--- src/gpc_map.svh ---
// gpc_map.svh: register offsets, fields, reset values and timing constants
`ifndef GPC_MAP_SVH
`define GPC_MAP_SVH

// ****************************************************************
// register offsets (byte addresses, one word each)
// ****************************************************************
`define GPC_OFF_CFG       8'h00
`define GPC_OFF_CTRL      8'h04
`define GPC_OFF_RSTDATA   8'h08
`define GPC_OFF_FLASH_THR 8'h0c
`define GPC_OFF_SLEEP_CUR 8'h10
`define GPC_OFF_STATUS    8'h14
`define GPC_OFF_INT_STAT  8'h18
`define GPC_OFF_INT_CLR   8'h1c
`define GPC_OFF_INT_EN    8'h20
`define GPC_OFF_OFFSET    8'h24
`define GPC_OFF_FLASH_REQ 8'h28

// ****************************************************************
// fields and reset values
// ****************************************************************
`define GPC_CFG_SEL_LO    0
`define GPC_CFG_SEL_HI    1
`define GPC_CFG_RANGE     2
`define GPC_CFG_SLEEP_EN  3
`define GPC_CTL_RESET     0
`define GPC_CTL_TYPE_LSB  1
`define GPC_CTL_RDATA     3
`define GPC_INT_WAKE      0
`define GPC_INT_CAL_DONE  1
`define GPC_INT_CAL_ABORT 2
`define GPC_INT_FLASH_REF 3
`define GPC_RST_FLASH_THR 16'h0af0
`define GPC_RST_SLEEP_CUR 16'h000a

// ****************************************************************
// thresholds and timing
// ****************************************************************
`define GPC_CAL_TLO       8'sh05
`define GPC_CAL_THI       8'sh2d
`define GPC_TDRIFT_C      8'h08
`define GPC_CAL_IMAX_MA   16'h0064
`define GPC_CAL_DV_MV     16'h0100
`define GPC_ABORT_DV_MV   16'h0020
`define GPC_CLK_MHZ       125
`define GPC_CAL_US        1000
`define GPC_TDRIFT_S      60
`define GPC_WAKE_T1_UV    16'h03e8
`define GPC_WAKE_T2_UV    16'h0898
`define GPC_WAKE_T4_UV    16'h11f8
`define GPC_WAKE_T9_UV    16'h2648

`endif

--- src/gpc_pkg.sv ---
// gpc_pkg.sv: types shared by the power and calibration control block
package gpc_pkg;

  typedef enum logic [1:0] {
    GPC_NORM  = 2'b00,
    GPC_SCAL  = 2'b01,
    GPC_PCAL  = 2'b10,
    GPC_SLEEP = 2'b11
  } gpc_pwr_e;

  typedef struct packed {
    gpc_pwr_e           pwr;
    logic [3:0]         cfg;
    logic [15:0]        flash_thr;
    logic [15:0]        sleep_cur;
    logic [3:0][7:0]    rst_cnt;
    logic [31:0]        rst_snap;
    logic [3:0]         int_stat;
    logic [3:0]         int_en;
    logic               irq;
    logic [31:0]        prdata;
    logic               pready;
    logic               pslverr;
    logic [19:0]        cal_cnt;
    logic [15:0]        cal_v0;
    logic signed [15:0] offset;
    logic [15:0]        last_cal_v;
    logic signed [7:0]  last_cal_t;
    logic [32:0]        tdrift_cnt;
    logic               above;
    logic               wake_ev;
    logic signed [15:0] sense_corr;
    logic signed [15:0] cur_acc;
    logic               flash_wr;
    logic               soft_rst;
    logic [1:0]         soft_rst_type;
  } gpc_state_s;

endpackage

--- src/gpc_wake_cmp.sv ---
// gpc_wake_cmp.sv: wake comparator threshold select and level compare
`timescale 1ns/100ps
`include "gpc_map.svh"
module gpc_wake_cmp
  import gpc_pkg::*;
(
  input  wire logic               sel_hi_i,
  input  wire logic               sel_lo_i,
  input  wire logic               range_i,
  input  wire logic signed [15:0] sense_i,
  output logic                    en_o,
  output logic                    above_o
);

  // threshold in microvolts from select bits and range
  function automatic logic [15:0] thr_uv(input logic [2:0] s);
    case (s)
      3'b010:  thr_uv = `GPC_WAKE_T1_UV;
      3'b011:  thr_uv = `GPC_WAKE_T2_UV;
      3'b100:  thr_uv = `GPC_WAKE_T2_UV;
      3'b101:  thr_uv = `GPC_WAKE_T4_UV;
      3'b110:  thr_uv = `GPC_WAKE_T4_UV;
      3'b111:  thr_uv = `GPC_WAKE_T9_UV;
      default: thr_uv = 16'hffff;
    endcase
  endfunction

  logic [15:0] mag;

  // magnitude covers charge and discharge alike
  always_comb begin
    mag     = sense_i[15] ? 16'(-sense_i) : 16'(sense_i);
    en_o    = sel_hi_i | sel_lo_i;
    above_o = en_o && (mag >= thr_uv({sel_hi_i, sel_lo_i, range_i}));
  end

endmodule // gpc_wake_cmp

--- src/gpc_top.sv ---
// gpc_top.sv: gauge power, reset count, flash gate and calibration control
`timescale 1ns/100ps
`include "gpc_map.svh"
module gpc_top
  import gpc_pkg::*;
#(
  parameter int          CAL_CYC    = `GPC_CAL_US * `GPC_CLK_MHZ,
  parameter logic [32:0] TDRIFT_CYC = 33'(`GPC_TDRIFT_S * 64'd1000000 *
                                          `GPC_CLK_MHZ)
)(
  input  wire logic               sys_clk_i,
  input  wire logic               rst_n_i,
  input  wire logic               psel_i,
  input  wire logic               penable_i,
  input  wire logic               pwrite_i,
  input  wire logic [7:0]         paddr_i,
  input  wire logic [31:0]        pwdata_i,
  output logic [31:0]             prdata_o,
  output logic                    pready_o,
  output logic                    pslverr_o,
  input  wire logic signed [15:0] sense_uv_i,
  input  wire logic [15:0]        volt_mv_i,
  input  wire logic signed [7:0]  temp_c_i,
  input  wire logic signed [15:0] mean_current_reading_i,
  output logic signed [15:0]      sense_corr_o,
  output logic signed [15:0]      cur_acc_o,
  output logic                    cal_busy_o,
  output logic                    sleep_o,
  output logic                    flash_wr_o,
  output logic                    soft_rst_o,
  output logic [1:0]              soft_rst_type_o,
  output logic                    irq_o
);

  // ****************************************************************
  // helpers
  // ****************************************************************
  function automatic logic reg_hit(input logic [7:0] a);
    case (a)
      `GPC_OFF_CFG, `GPC_OFF_CTRL, `GPC_OFF_RSTDATA, `GPC_OFF_FLASH_THR,
      `GPC_OFF_SLEEP_CUR, `GPC_OFF_STATUS, `GPC_OFF_INT_STAT,
      `GPC_OFF_INT_CLR, `GPC_OFF_INT_EN, `GPC_OFF_OFFSET,
      `GPC_OFF_FLASH_REQ: reg_hit = 1'b1;
      default:            reg_hit = 1'b0;
    endcase
  endfunction

  function automatic logic [15:0] absd(input logic [15:0] a,
                                       input logic [15:0] b);
    absd = (a >= b) ? 16'(a - b) : 16'(b - a);
  endfunction

  function automatic logic [15:0] mag16(input logic signed [15:0] v);
    mag16 = v[15] ? 16'(-v) : 16'(v);
  endfunction

  gpc_state_s st_r;
  gpc_state_s st_nxt;
  logic       wk_en;
  logic       wk_above;
  logic       setup;
  logic       wr;
  logic [3:0] ev;
  logic [3:0] clr;
  logic [15:0] cur_mag;
  logic [7:0]  tdiff;
  logic        temp_ok;
  logic        cal_end;
  logic        cal_abort;

  // ****************************************************************
  // wake comparator
  // ****************************************************************
  gpc_wake_cmp u_wake (
    .sel_hi_i (st_r.cfg[`GPC_CFG_SEL_HI]),
    .sel_lo_i (st_r.cfg[`GPC_CFG_SEL_LO]),
    .range_i  (st_r.cfg[`GPC_CFG_RANGE]),
    .sense_i  (sense_uv_i),
    .en_o     (wk_en),
    .above_o  (wk_above)
  );

  // ****************************************************************
  // next state
  // ****************************************************************
  always_comb begin
    st_nxt    = st_r;
    ev        = 4'h0;
    clr       = 4'h0;
    setup     = psel_i & ~penable_i;
    wr        = psel_i & penable_i & st_r.pready & pwrite_i;
    cur_mag   = mag16(mean_current_reading_i);
    tdiff     = (temp_c_i >= st_r.last_cal_t) ? 8'(temp_c_i - st_r.last_cal_t)
                                              : 8'(st_r.last_cal_t - temp_c_i);
    temp_ok   = (temp_c_i > `GPC_CAL_TLO) && (temp_c_i < `GPC_CAL_THI);
    cal_end   = st_r.cal_cnt == 20'(CAL_CYC - 1);
    cal_abort = (st_r.cal_v0 > volt_mv_i) &&
                (16'(st_r.cal_v0 - volt_mv_i) > `GPC_ABORT_DV_MV);
    st_nxt.soft_rst = 1'b0;
    st_nxt.flash_wr = 1'b0;

    // apb: zero wait states, answer prepared in the setup cycle
    st_nxt.pready  = setup;
    st_nxt.pslverr = setup & ~reg_hit(paddr_i);
    st_nxt.prdata  = 32'h0;
    if (setup && !pwrite_i) begin
      case (paddr_i)
        `GPC_OFF_CFG:       st_nxt.prdata = {28'h0, st_r.cfg};
        `GPC_OFF_RSTDATA:   st_nxt.prdata = st_r.rst_snap;
        `GPC_OFF_FLASH_THR: st_nxt.prdata = {16'h0, st_r.flash_thr};
        `GPC_OFF_SLEEP_CUR: st_nxt.prdata = {16'h0, st_r.sleep_cur};
        `GPC_OFF_STATUS:    st_nxt.prdata = {28'h0, wk_en, st_r.above,
                                             st_r.pwr};
        `GPC_OFF_INT_STAT:  st_nxt.prdata = {28'h0, st_r.int_stat};
        `GPC_OFF_INT_EN:    st_nxt.prdata = {28'h0, st_r.int_en};
        `GPC_OFF_OFFSET:    st_nxt.prdata = {{16{st_r.offset[15]}},
                                             st_r.offset};
        default:            st_nxt.prdata = 32'h0;
      endcase
    end

    // register writes take effect at the completing access edge
    if (wr) begin
      case (paddr_i)
        `GPC_OFF_CFG:       st_nxt.cfg = pwdata_i[3:0];
        `GPC_OFF_FLASH_THR: st_nxt.flash_thr = pwdata_i[15:0];
        `GPC_OFF_SLEEP_CUR: st_nxt.sleep_cur = pwdata_i[15:0];
        `GPC_OFF_INT_CLR:   clr = pwdata_i[3:0];
        `GPC_OFF_INT_EN:    st_nxt.int_en = pwdata_i[3:0];
        `GPC_OFF_CTRL: begin
          if (pwdata_i[`GPC_CTL_RESET]) begin
            // classify the reset and bump its own counter
            st_nxt.soft_rst      = 1'b1;
            st_nxt.soft_rst_type = pwdata_i[`GPC_CTL_TYPE_LSB +: 2];
            st_nxt.rst_cnt[pwdata_i[`GPC_CTL_TYPE_LSB +: 2]] =
              8'(st_r.rst_cnt[pwdata_i[`GPC_CTL_TYPE_LSB +: 2]] + 8'h01);
          end
          if (pwdata_i[`GPC_CTL_RDATA])
            st_nxt.rst_snap = st_r.rst_cnt;
        end
        `GPC_OFF_FLASH_REQ: begin
          // a low cell could brown out the regulator mid-program
          if (volt_mv_i >= st_r.flash_thr)
            st_nxt.flash_wr = 1'b1;
          else
            ev[`GPC_INT_FLASH_REF] = 1'b1;
        end
        default: ;
      endcase
    end

    // wake comparator: new crossing only, only while sleeping
    st_nxt.above   = wk_above;
    st_nxt.wake_ev = (st_r.pwr == GPC_SLEEP) && wk_en &&
                     wk_above && !st_r.above;
    ev[`GPC_INT_WAKE] = st_nxt.wake_ev;

    // lasting temperature drift since the last calibration
    if (tdiff > `GPC_TDRIFT_C) begin
      if (st_r.tdrift_cnt != TDRIFT_CYC)
        st_nxt.tdrift_cnt = 33'(st_r.tdrift_cnt + 33'h1);
    end else begin
      st_nxt.tdrift_cnt = 33'h0;
    end

    // power and calibration sequencing
    case (st_r.pwr)
      GPC_NORM: begin
        st_nxt.cal_cnt = 20'h0;
        st_nxt.cal_v0  = volt_mv_i;
        if (st_r.cfg[`GPC_CFG_SLEEP_EN] && cur_mag < st_r.sleep_cur) begin
          // qualified: calibrate before sleeping unless too cold or hot
          st_nxt.pwr = temp_ok ? GPC_PCAL : GPC_SLEEP;
        end else if (cur_mag <= `GPC_CAL_IMAX_MA &&
                     (absd(volt_mv_i, st_r.last_cal_v) >= `GPC_CAL_DV_MV ||
                      st_r.tdrift_cnt == TDRIFT_CYC)) begin
          st_nxt.pwr = GPC_SCAL;
        end
      end
      GPC_SCAL, GPC_PCAL: begin
        st_nxt.cal_cnt = 20'(st_r.cal_cnt + 20'h1);
        if (cal_abort) begin
          // a falling cell means load came back: offset would be wrong
          st_nxt.pwr = GPC_NORM;
          ev[`GPC_INT_CAL_ABORT] = 1'b1;
        end else if (cal_end) begin
          st_nxt.offset     = sense_uv_i;
          st_nxt.last_cal_v = volt_mv_i;
          st_nxt.last_cal_t = temp_c_i;
          st_nxt.tdrift_cnt = 33'h0;
          st_nxt.pwr = (st_r.pwr == GPC_PCAL) ? GPC_SLEEP : GPC_NORM;
          ev[`GPC_INT_CAL_DONE] = 1'b1;
        end
      end
      GPC_SLEEP: begin
        if (cur_mag > st_r.sleep_cur || st_nxt.wake_ev)
          st_nxt.pwr = GPC_NORM;
      end
      default: st_nxt.pwr = GPC_NORM;
    endcase

    // corrected reading; accumulation frozen while the adc calibrates
    st_nxt.sense_corr = 16'(sense_uv_i - st_r.offset);
    if (st_r.pwr != GPC_SCAL && st_r.pwr != GPC_PCAL)
      st_nxt.cur_acc = mean_current_reading_i;

    // sticky status: a set in the clearing cycle wins
    st_nxt.int_stat = (st_r.int_stat & ~clr) | ev;
    st_nxt.irq      = |(st_nxt.int_stat & st_nxt.int_en);
  end

  // ****************************************************************
  // state register
  // ****************************************************************
  always_ff @(posedge sys_clk_i) begin
    if (!rst_n_i) begin
      st_r           <= '0;
      st_r.flash_thr <= `GPC_RST_FLASH_THR;
      st_r.sleep_cur <= `GPC_RST_SLEEP_CUR;
    end else begin
      st_r <= st_nxt;
    end
  end

  assign prdata_o        = st_r.prdata;
  assign pready_o        = st_r.pready;
  assign pslverr_o       = st_r.pslverr;
  assign sense_corr_o    = st_r.sense_corr;
  assign cur_acc_o       = st_r.cur_acc;
  assign cal_busy_o      = st_r.pwr == GPC_SCAL || st_r.pwr == GPC_PCAL;
  assign sleep_o         = st_r.pwr == GPC_SLEEP;
  assign flash_wr_o      = st_r.flash_wr;
  assign soft_rst_o      = st_r.soft_rst;
  assign soft_rst_type_o = st_r.soft_rst_type;
  assign irq_o           = st_r.irq;

  logic ctl_wr;
  assign ctl_wr = wr && paddr_i == `GPC_OFF_CTRL;
endmodule // gpc_top

--- config.mk ---
export PLATFORM = sky130hd
export DESIGN_NAME = gpc_top
export DESIGN_NICKNAME = d
export VERILOG_FILES = /design/src/gpc_pkg.sv /design/src/gpc_wake_cmp.sv /design/src/gpc_top.sv
export VERILOG_INCLUDE_DIRS = /design/src
export SDC_FILE = /design/constraint.sdc
export NUM_CORES = 1
export LEC_CHECK = 0
export BUFFER_PORTS_ARGS = -buffer_cell sky130_fd_sc_hd__buf_2
export CAP_MARGIN = 20
export CORE_MARGIN = 5
export CORE_UTILIZATION = 56
export CTS_BUF_LIST = sky130_fd_sc_hd__clkbuf_4 sky130_fd_sc_hd__clkbuf_8
export CTS_CLUSTER_DIAMETER = 80
export DETAILED_ROUTE_END_ITERATION = 16
export HOLD_SLACK_MARGIN = 0.12
export PLACE_DENSITY = 0.79
export SLEW_MARGIN = 20
export SYNTH_ARGS = -nofsm -noshare
export SYNTH_HDL_FRONTEND = slang
export SYNTH_SLANG_ARGS = --single-unit
--- constraint.sdc ---
create_clock -name sys_clk_i -period 4.1 [get_ports sys_clk_i]
set_clock_uncertainty 0.05 [all_clocks]
set_input_delay 0.205 -clock sys_clk_i [delete_from_list [all_inputs] [get_ports sys_clk_i]]
set_output_delay 0.205 -clock sys_clk_i [all_outputs]
set_load 0.005 [all_outputs]
After elaboration in Yosys (flattened, before gate mapping)
Cells that the tools add are included.

operators by class
  $add $sub $neg = 11
  magnitude comparators = 15
  eq/ne operators = 27
  multiplexer cells = 39
  bitwise gates (word level) = 13
  reductions and logical operators = 34

operators with widths
  cell                                                                                   count
  32-bit case mux with 8 select lines                                                    1
  33-bit 2-to-1 mux                                                                      5
  16-bit case mux with 4 select lines                                                    1
  16-bit subtractor                                                                      4
  16-bit greater-or-equal comparator                                                     3
  16-bit 2-to-1 mux                                                                      3
  20-bit case mux with 2 select lines                                                    1
  33-bit by 1-bit adder with 33-bit output (second input constant)                       1
  33-bit == test (second input constant)                                                 1
  33-bit inequality test (second input constant)                                         1
  32-bit bitwise mux                                                                     1
  8-bit by 5-bit == test with 1-bit output (second input constant)                       4
  16-bit greater-than comparator                                                         2
  16-bit negator                                                                         2
  8-bit by 6-bit == test with 1-bit output (second input constant)                       3
  8-bit 2-to-1 mux                                                                       3
  20-bit by 1-bit adder with 20-bit output (second input constant)                       1
  20-bit by 17-bit == test with 1-bit output (second input constant)                     1
  3-bit AND reduction                                                                    6
  8-bit binary-select mux with 2-bit select                                              1
  8-bit demux with 2-bit select                                                          1
  8-bit by 4-bit == test with 1-bit output (second input constant)                       2
  16-bit by 9-bit greater-or-equal comparator with 1-bit output (second input constant)  1
  16-bit by 6-bit greater-than comparator with 1-bit output (second input constant)      1
  38 further kinds                                                                       89

word-level totals
  flip-flop bits (word level) = 291
  output and inout port bits = 73

Logic depth before layout (Yosys ltp)
  depth after elaboration = 10
  mapped depth = 18

Cells and area by module
Synthesis repeated with hierarchy kept, for this count alone.

unflattened totals
  cell total of the unflattened synthesis = 2128
  area, all modules = 17292.8 um^2

modules (own cells, without submodules)
  module        instances  cells an instance  area each (um^2)  sequential area each (um^2)
  gpc_top       1          2036               16648.5           5825.6
  gpc_wake_cmp  1          92                 644.4             0.0

Worst setup path before layout
OpenSTA, ideal clock, no wires.

  path kind = input -> register
  start = input port mean_current_reading_i[0]
  end = register st_r[290] in the netlist's numbering
  setup time = 0.131 ns
  arrival = 3.768 ns
  slack = 0.151 ns
  cell stages on the path = 17
  cell sequence = inv_1 -> ha_1 -> or4b_1 -> or3_1 -> or4_4 -> nand2_1 -> xnor2_1 -> ha_1 -> nand4_1 -> or3_1 -> nand4_1 -> nand3_1 -> nor4_1 -> a21oi_1 -> or3_1 -> a21oi_1 -> nor3_2

on the way
  cells in the longest elaborated chain, start to end = 6
  elaborated cells between the ends (all ways) = 13
  those cells by class = 1 x add/sub; 3 x order compare; 2 x eq/ne; 3 x mux; 4 x reduce/logical

RTL lines
  item                                                                                        RTL line        source
  from (decl)                                                                                 gpc_top.sv:24   input wire logic signed [15:0] mean_current_reading_i,
  16-bit negator                                                                              gpc_top.sv:54   mag16 = v[15] ? 16'(-v) : 16'(v);
  16-bit 2-to-1 mux (*)                                                                       gpc_top.sv:54
  16-bit less-than comparator (tied with other cells)                                         gpc_top.sv:171  if (st_r.cfg[`GPC_CFG_SLEEP_EN] && cur_mag < st_r.sleep_cur) begin
  1-bit logical AND (tied with other cells)                                                   gpc_top.sv:171
  3-bit inequality test (no line) (tied with other cells)                                     n/a
  3-bit AND reduction (no line) / 2-bit case mux with 3 select lines (equally long branches)  n/a
  to (signal assigned)                                                                        gpc_top.sv:221  st_r <= st_nxt;
  to (decl)                                                                                   gpc_top.sv:57   gpc_state_s st_r;

Mark *: on every way between the ends. The rest lies on a longest branch, timed or not.
A chain may end at the register's enable or synchronous reset.

Worst setup path in the final report
  start = input port mean_current_reading_i[7]
  end = register st_r[290] in the netlist's numbering

Same word-level chain as after synthesis.

==> results_dict.tcl <==
set metrics [dict create \
    outcome "completed" \
    drive_gt1_share_pct 14.81 \
    period_share_pct 98.43 \
    power_frac_seq_pct 41.4 \
    drv_cap 0 \
    min_path_type "input port to flip-flop" \
    die_w_um 184.2 \
    cts_buffers 48 \
    cp_top_family "simple AND/OR/NAND/NOR gates" \
    place_ws_ns -0.2389 \
    fmax_mhz 247.8 \
    tritoncts "built" \
    cp_cell_sequence "dlygate4sd3_1, buf_2, or4b_4, or3_4, or4_4, nand2_1, xnor2_1, ha_1, nand4_1, or3_1, nand4_1, nand3_2, nor4_2, a21oi_1, or3_4, a21oi_2, nor3_2" \
    grtUsageTotal_pct 26.36 \
    maxSlewHeadroom_pct 42.62 \
    ys_seq_elements 291 \
    cts_root_buf "clkbuf_8" \
    start_kind "input port" \
    ios 174 \
    drt_first_iter_violations 1250 \
    cp-end-kind "flip-flop" \
    power.leakage_uw 0.007977 \
    holdPathStages 6 \
    clockBufferDepth 3 \
    grt_pass1_vias 15040 \
    reg2reg_slack_ns 0.53 \
    final_nets 2487 \
    grt_pass1_wl_mm 74.51 \
    syn_to_final_growth_pct 16.93 \
    crit_buf_inv 2 \
    internal_power_uw 5190 \
    clk_latency_ns 0.58 \
    critical_path_cell_count 17 \
    tightest_slew_ns 0.8579 \
    synth-warning-count 0 \
    r2r-start "st_r[111]$_SDFFE_PN0N_" \
    rows 63 \
    critPathSlowestCell "dlygate4sd3_1" \
    dr.pass1.iters 5 \
    hold_violations 0 \
    ff_latch_area_um2 5826 \
    drc 0 \
    io_buffers 157 \
    dp.cells 2503 \
    dp_hpwl_mm 33.16 \
    start_util_pct 57.00 \
    num_vias 15470 \
    cts_sinks 291 \
    min_from "paddr_i[6]" \
    reg2reg_depth 13 \
    fin_cells 2681 \
    syn_nets 2304 \
    pwr_density_cell_nw_per_um2 367.2 \
    clkTransAtPathRegs_ns 0.07 \
    fillers 2386 \
    antenna_found_initial 0 \
    yosysUniqueCellTypes 77 \
    avgSynthCellArea_um2 8.213 \
    globalRoute.totalOverflow 0 \
    ys_seq_area_share_pct 34.30 \
    synth_area_um2 16990 \
    cpPeakStageDelay_ns 0.52 \
    p_sw_share_pct 28.83 \
    power_frac_comb_pct 20.2 \
    min_period_ns 4.036 \
    fp.coreArea_um2 29800 \
    critPathMaxFanout 3 \
    vias_per_cell 5.768 \
    finalMaxSlewViolations 0 \
    fin_ws_ns 0.06445 \
    power_frac_clock_pct 38.4 \
    synth_edf_count 0 \
    wl_mm 46.37 \
    routedWlPerCell_um 17.30 \
    cts-htree-levels 2 \
    synthArstFlopShare_pct 0 \
    ant_nets 0 \
    p_sw_uw 2103 \
    holdPathEnd "st_r[185]$_SDFF_PN0_" \
    r2r_end "irq_o$_SDFF_PN0_" \
    critPathKind "input port to flip-flop" \
    cp_data_required_time_ns 4.50 \
    peakVddDrop_mv 0.2481 \
    cp.arrival_ns 4.44 \
    die_h_um 184.2 \
    gp_congestion 0.9181 \
    setup_viol 0 \
    multi_input_area_um2 9968 \
    syn_inst 2068 \
    synthFlopType "dfxtp_1" \
    dieArea_um2 33910 \
    grt_max_degree 78 \
]
[placed cells by master (no fill, tap or decap), types with 39 or more instances in the layout]
cell / count
buf_4: 39
mux2i_1: 83
inv_1: 127
clkbuf_8: 62
xnor2_1: 63
a21oi_1: 157
dlygate4sd3_1: 85
dfxtp_1: 291
nand3_1: 54
o21ai_0: 58
nand2_1: 243
xor2_1: 53
buf_2: 157
nor2_1: 233
ha_1: 131
[worst min-delay path: stages]
cell and delay [ns]:
buf_2 0.10, nor3_1 0.05, nand2_1 0.13, nor2_1 0.16, nand3_1 0.12, a21oi_1 0.07
[power groups by stage]
stage | combinational (uW) | sequential [uW] | clock, uW
after floorplan | 1020 | 3060 | 0
after global placement | 1320 | 3070 | 0
after detailed placement | 1350 | 3070 | 0
after CTS | 1420 | 3010 | 2850
after global routing | 1610 | 3030 | 2990
final | 1470 | 3020 | 2800
[worst max path at each step]
stage	start	endpoint	slack, ns
global route	mean_current_reading_i[0]	st_r[290]$_SDFFE_PN0P_	-0.08
detailed placement	mean_current_reading_i[0]	st_r[291]$_SDFFE_PN0P_	-0.24
finish	mean_current_reading_i[7]	st_r[290]$_SDFFE_PN0P_	0.06
CTS	mean_current_reading_i[7]	st_r[291]$_SDFFE_PN0P_	0.02
global placement	mean_current_reading_i[0]	st_r[291]$_SDFFE_PN0P_	-0.14
floorplan	mean_current_reading_i[0]	st_r[290]$_SDFFE_PN0P_	0.15
[repair_timing]
action	CTS	global route
resized for setup	0	18
buffers inserted	0	2
setup endpoints to repair	0	2
hold endpoints to repair	125	0
hold buffers	85	0
[synth_stat cells, types with 8 or more instances]
library cell,number,area (um2)
dfxtp_1,291,5826
nand2_1,243,912.1
nor2_1,234,878.3
a21oi_1,159,795.8
ha_1,131,1639
inv_1,128,480.5
mux2i_1,83,830.8
clkbuf_1,75,281.5
buf_4,70,525.5
xnor2_1,63,551.8
o21ai_0,58,290.3
nand3_1,55,275.3
xor2_1,53,464.2
nor3_1,36,180.2
a211oi_1,33,247.7
a22oi_1,33,247.7
a21o_1,25,187.7
nor2b_1,23,143.9
and3_1,21,131.4
nand4_1,21,131.4
nor4_1,20,125.1
or3_1,19,118.9
nand2b_1,15,93.84
a31oi_1,14,87.58
o211ai_1,13,97.59
and4_1,9,78.83
o31ai_1,9,67.56
mux4_2,8,180.2
o21a_1,8,60.06
[through the flow]
| step | hold slack [ns] | total power (uW) | utilization (%) | instance area [um2] | TNS (ns) |
|---|---|---|---|---|---|
| final | 0.2575 | 7293 | 66.65 | 19860 | 0 |
| after global routing | 0.2661 | 7633 | 66.64 | 19860 | -0.1499 |
| after CTS | 0.1768 | 7289 | 66.23 | 19730 | 0 |
| after detailed placement | 0.3947 | 4428 | 59.73 | 17800 | -0.4739 |
| after global placement | 0.3899 | 4390 | 59.71 | 17790 | -0.2674 |
| after floorplan | 0.2767 | 4080 | - | 16990 | 0 |
[registers in the layout, indices dropped and copies added (netlist names)]
name / flops
flash_wr_o: 1
soft_rst_type_o: 2
irq_o: 1
soft_rst_o: 1
st_r: 220
pready_o: 1
cur_acc_o: 16
prdata_o: 32
pslverr_o: 1
sense_corr_o: 16
[final cells by class]
cell class                 count  share of cell area (%)
clock inverter                15                  0.7434
tap                          390                   2.457
antenna                        2                 0.02520
timing repair buffer         285                   10.09
inverter                     128                   2.444
sequential                   291                   29.33
clock buffer                  73                   4.712
multi-input combinational   1497                   50.19
[kinds of logic after synthesis]
family | Yosys count | share of synthesized area [%]
mux | 95 | 6.239
compound gates | 420 | 15.99
buf+inv | 280 | 7.757
simple gates | 731 | 19.62
xor+xnor | 116 | 5.982
fa+ha+maj | 135 | 10.12
flops | 291 | 34.30
[routing by layer]
layer  wire length, um  GRT usage, %  part of all wire, %
met5                 0             0                    0
met4              1474         9.139                  3.2
met3              3409         4.776                  7.4
met2             21720         44.17                   47
met1             19770         34.34                   43
Power figures use the tool's default switching activity.
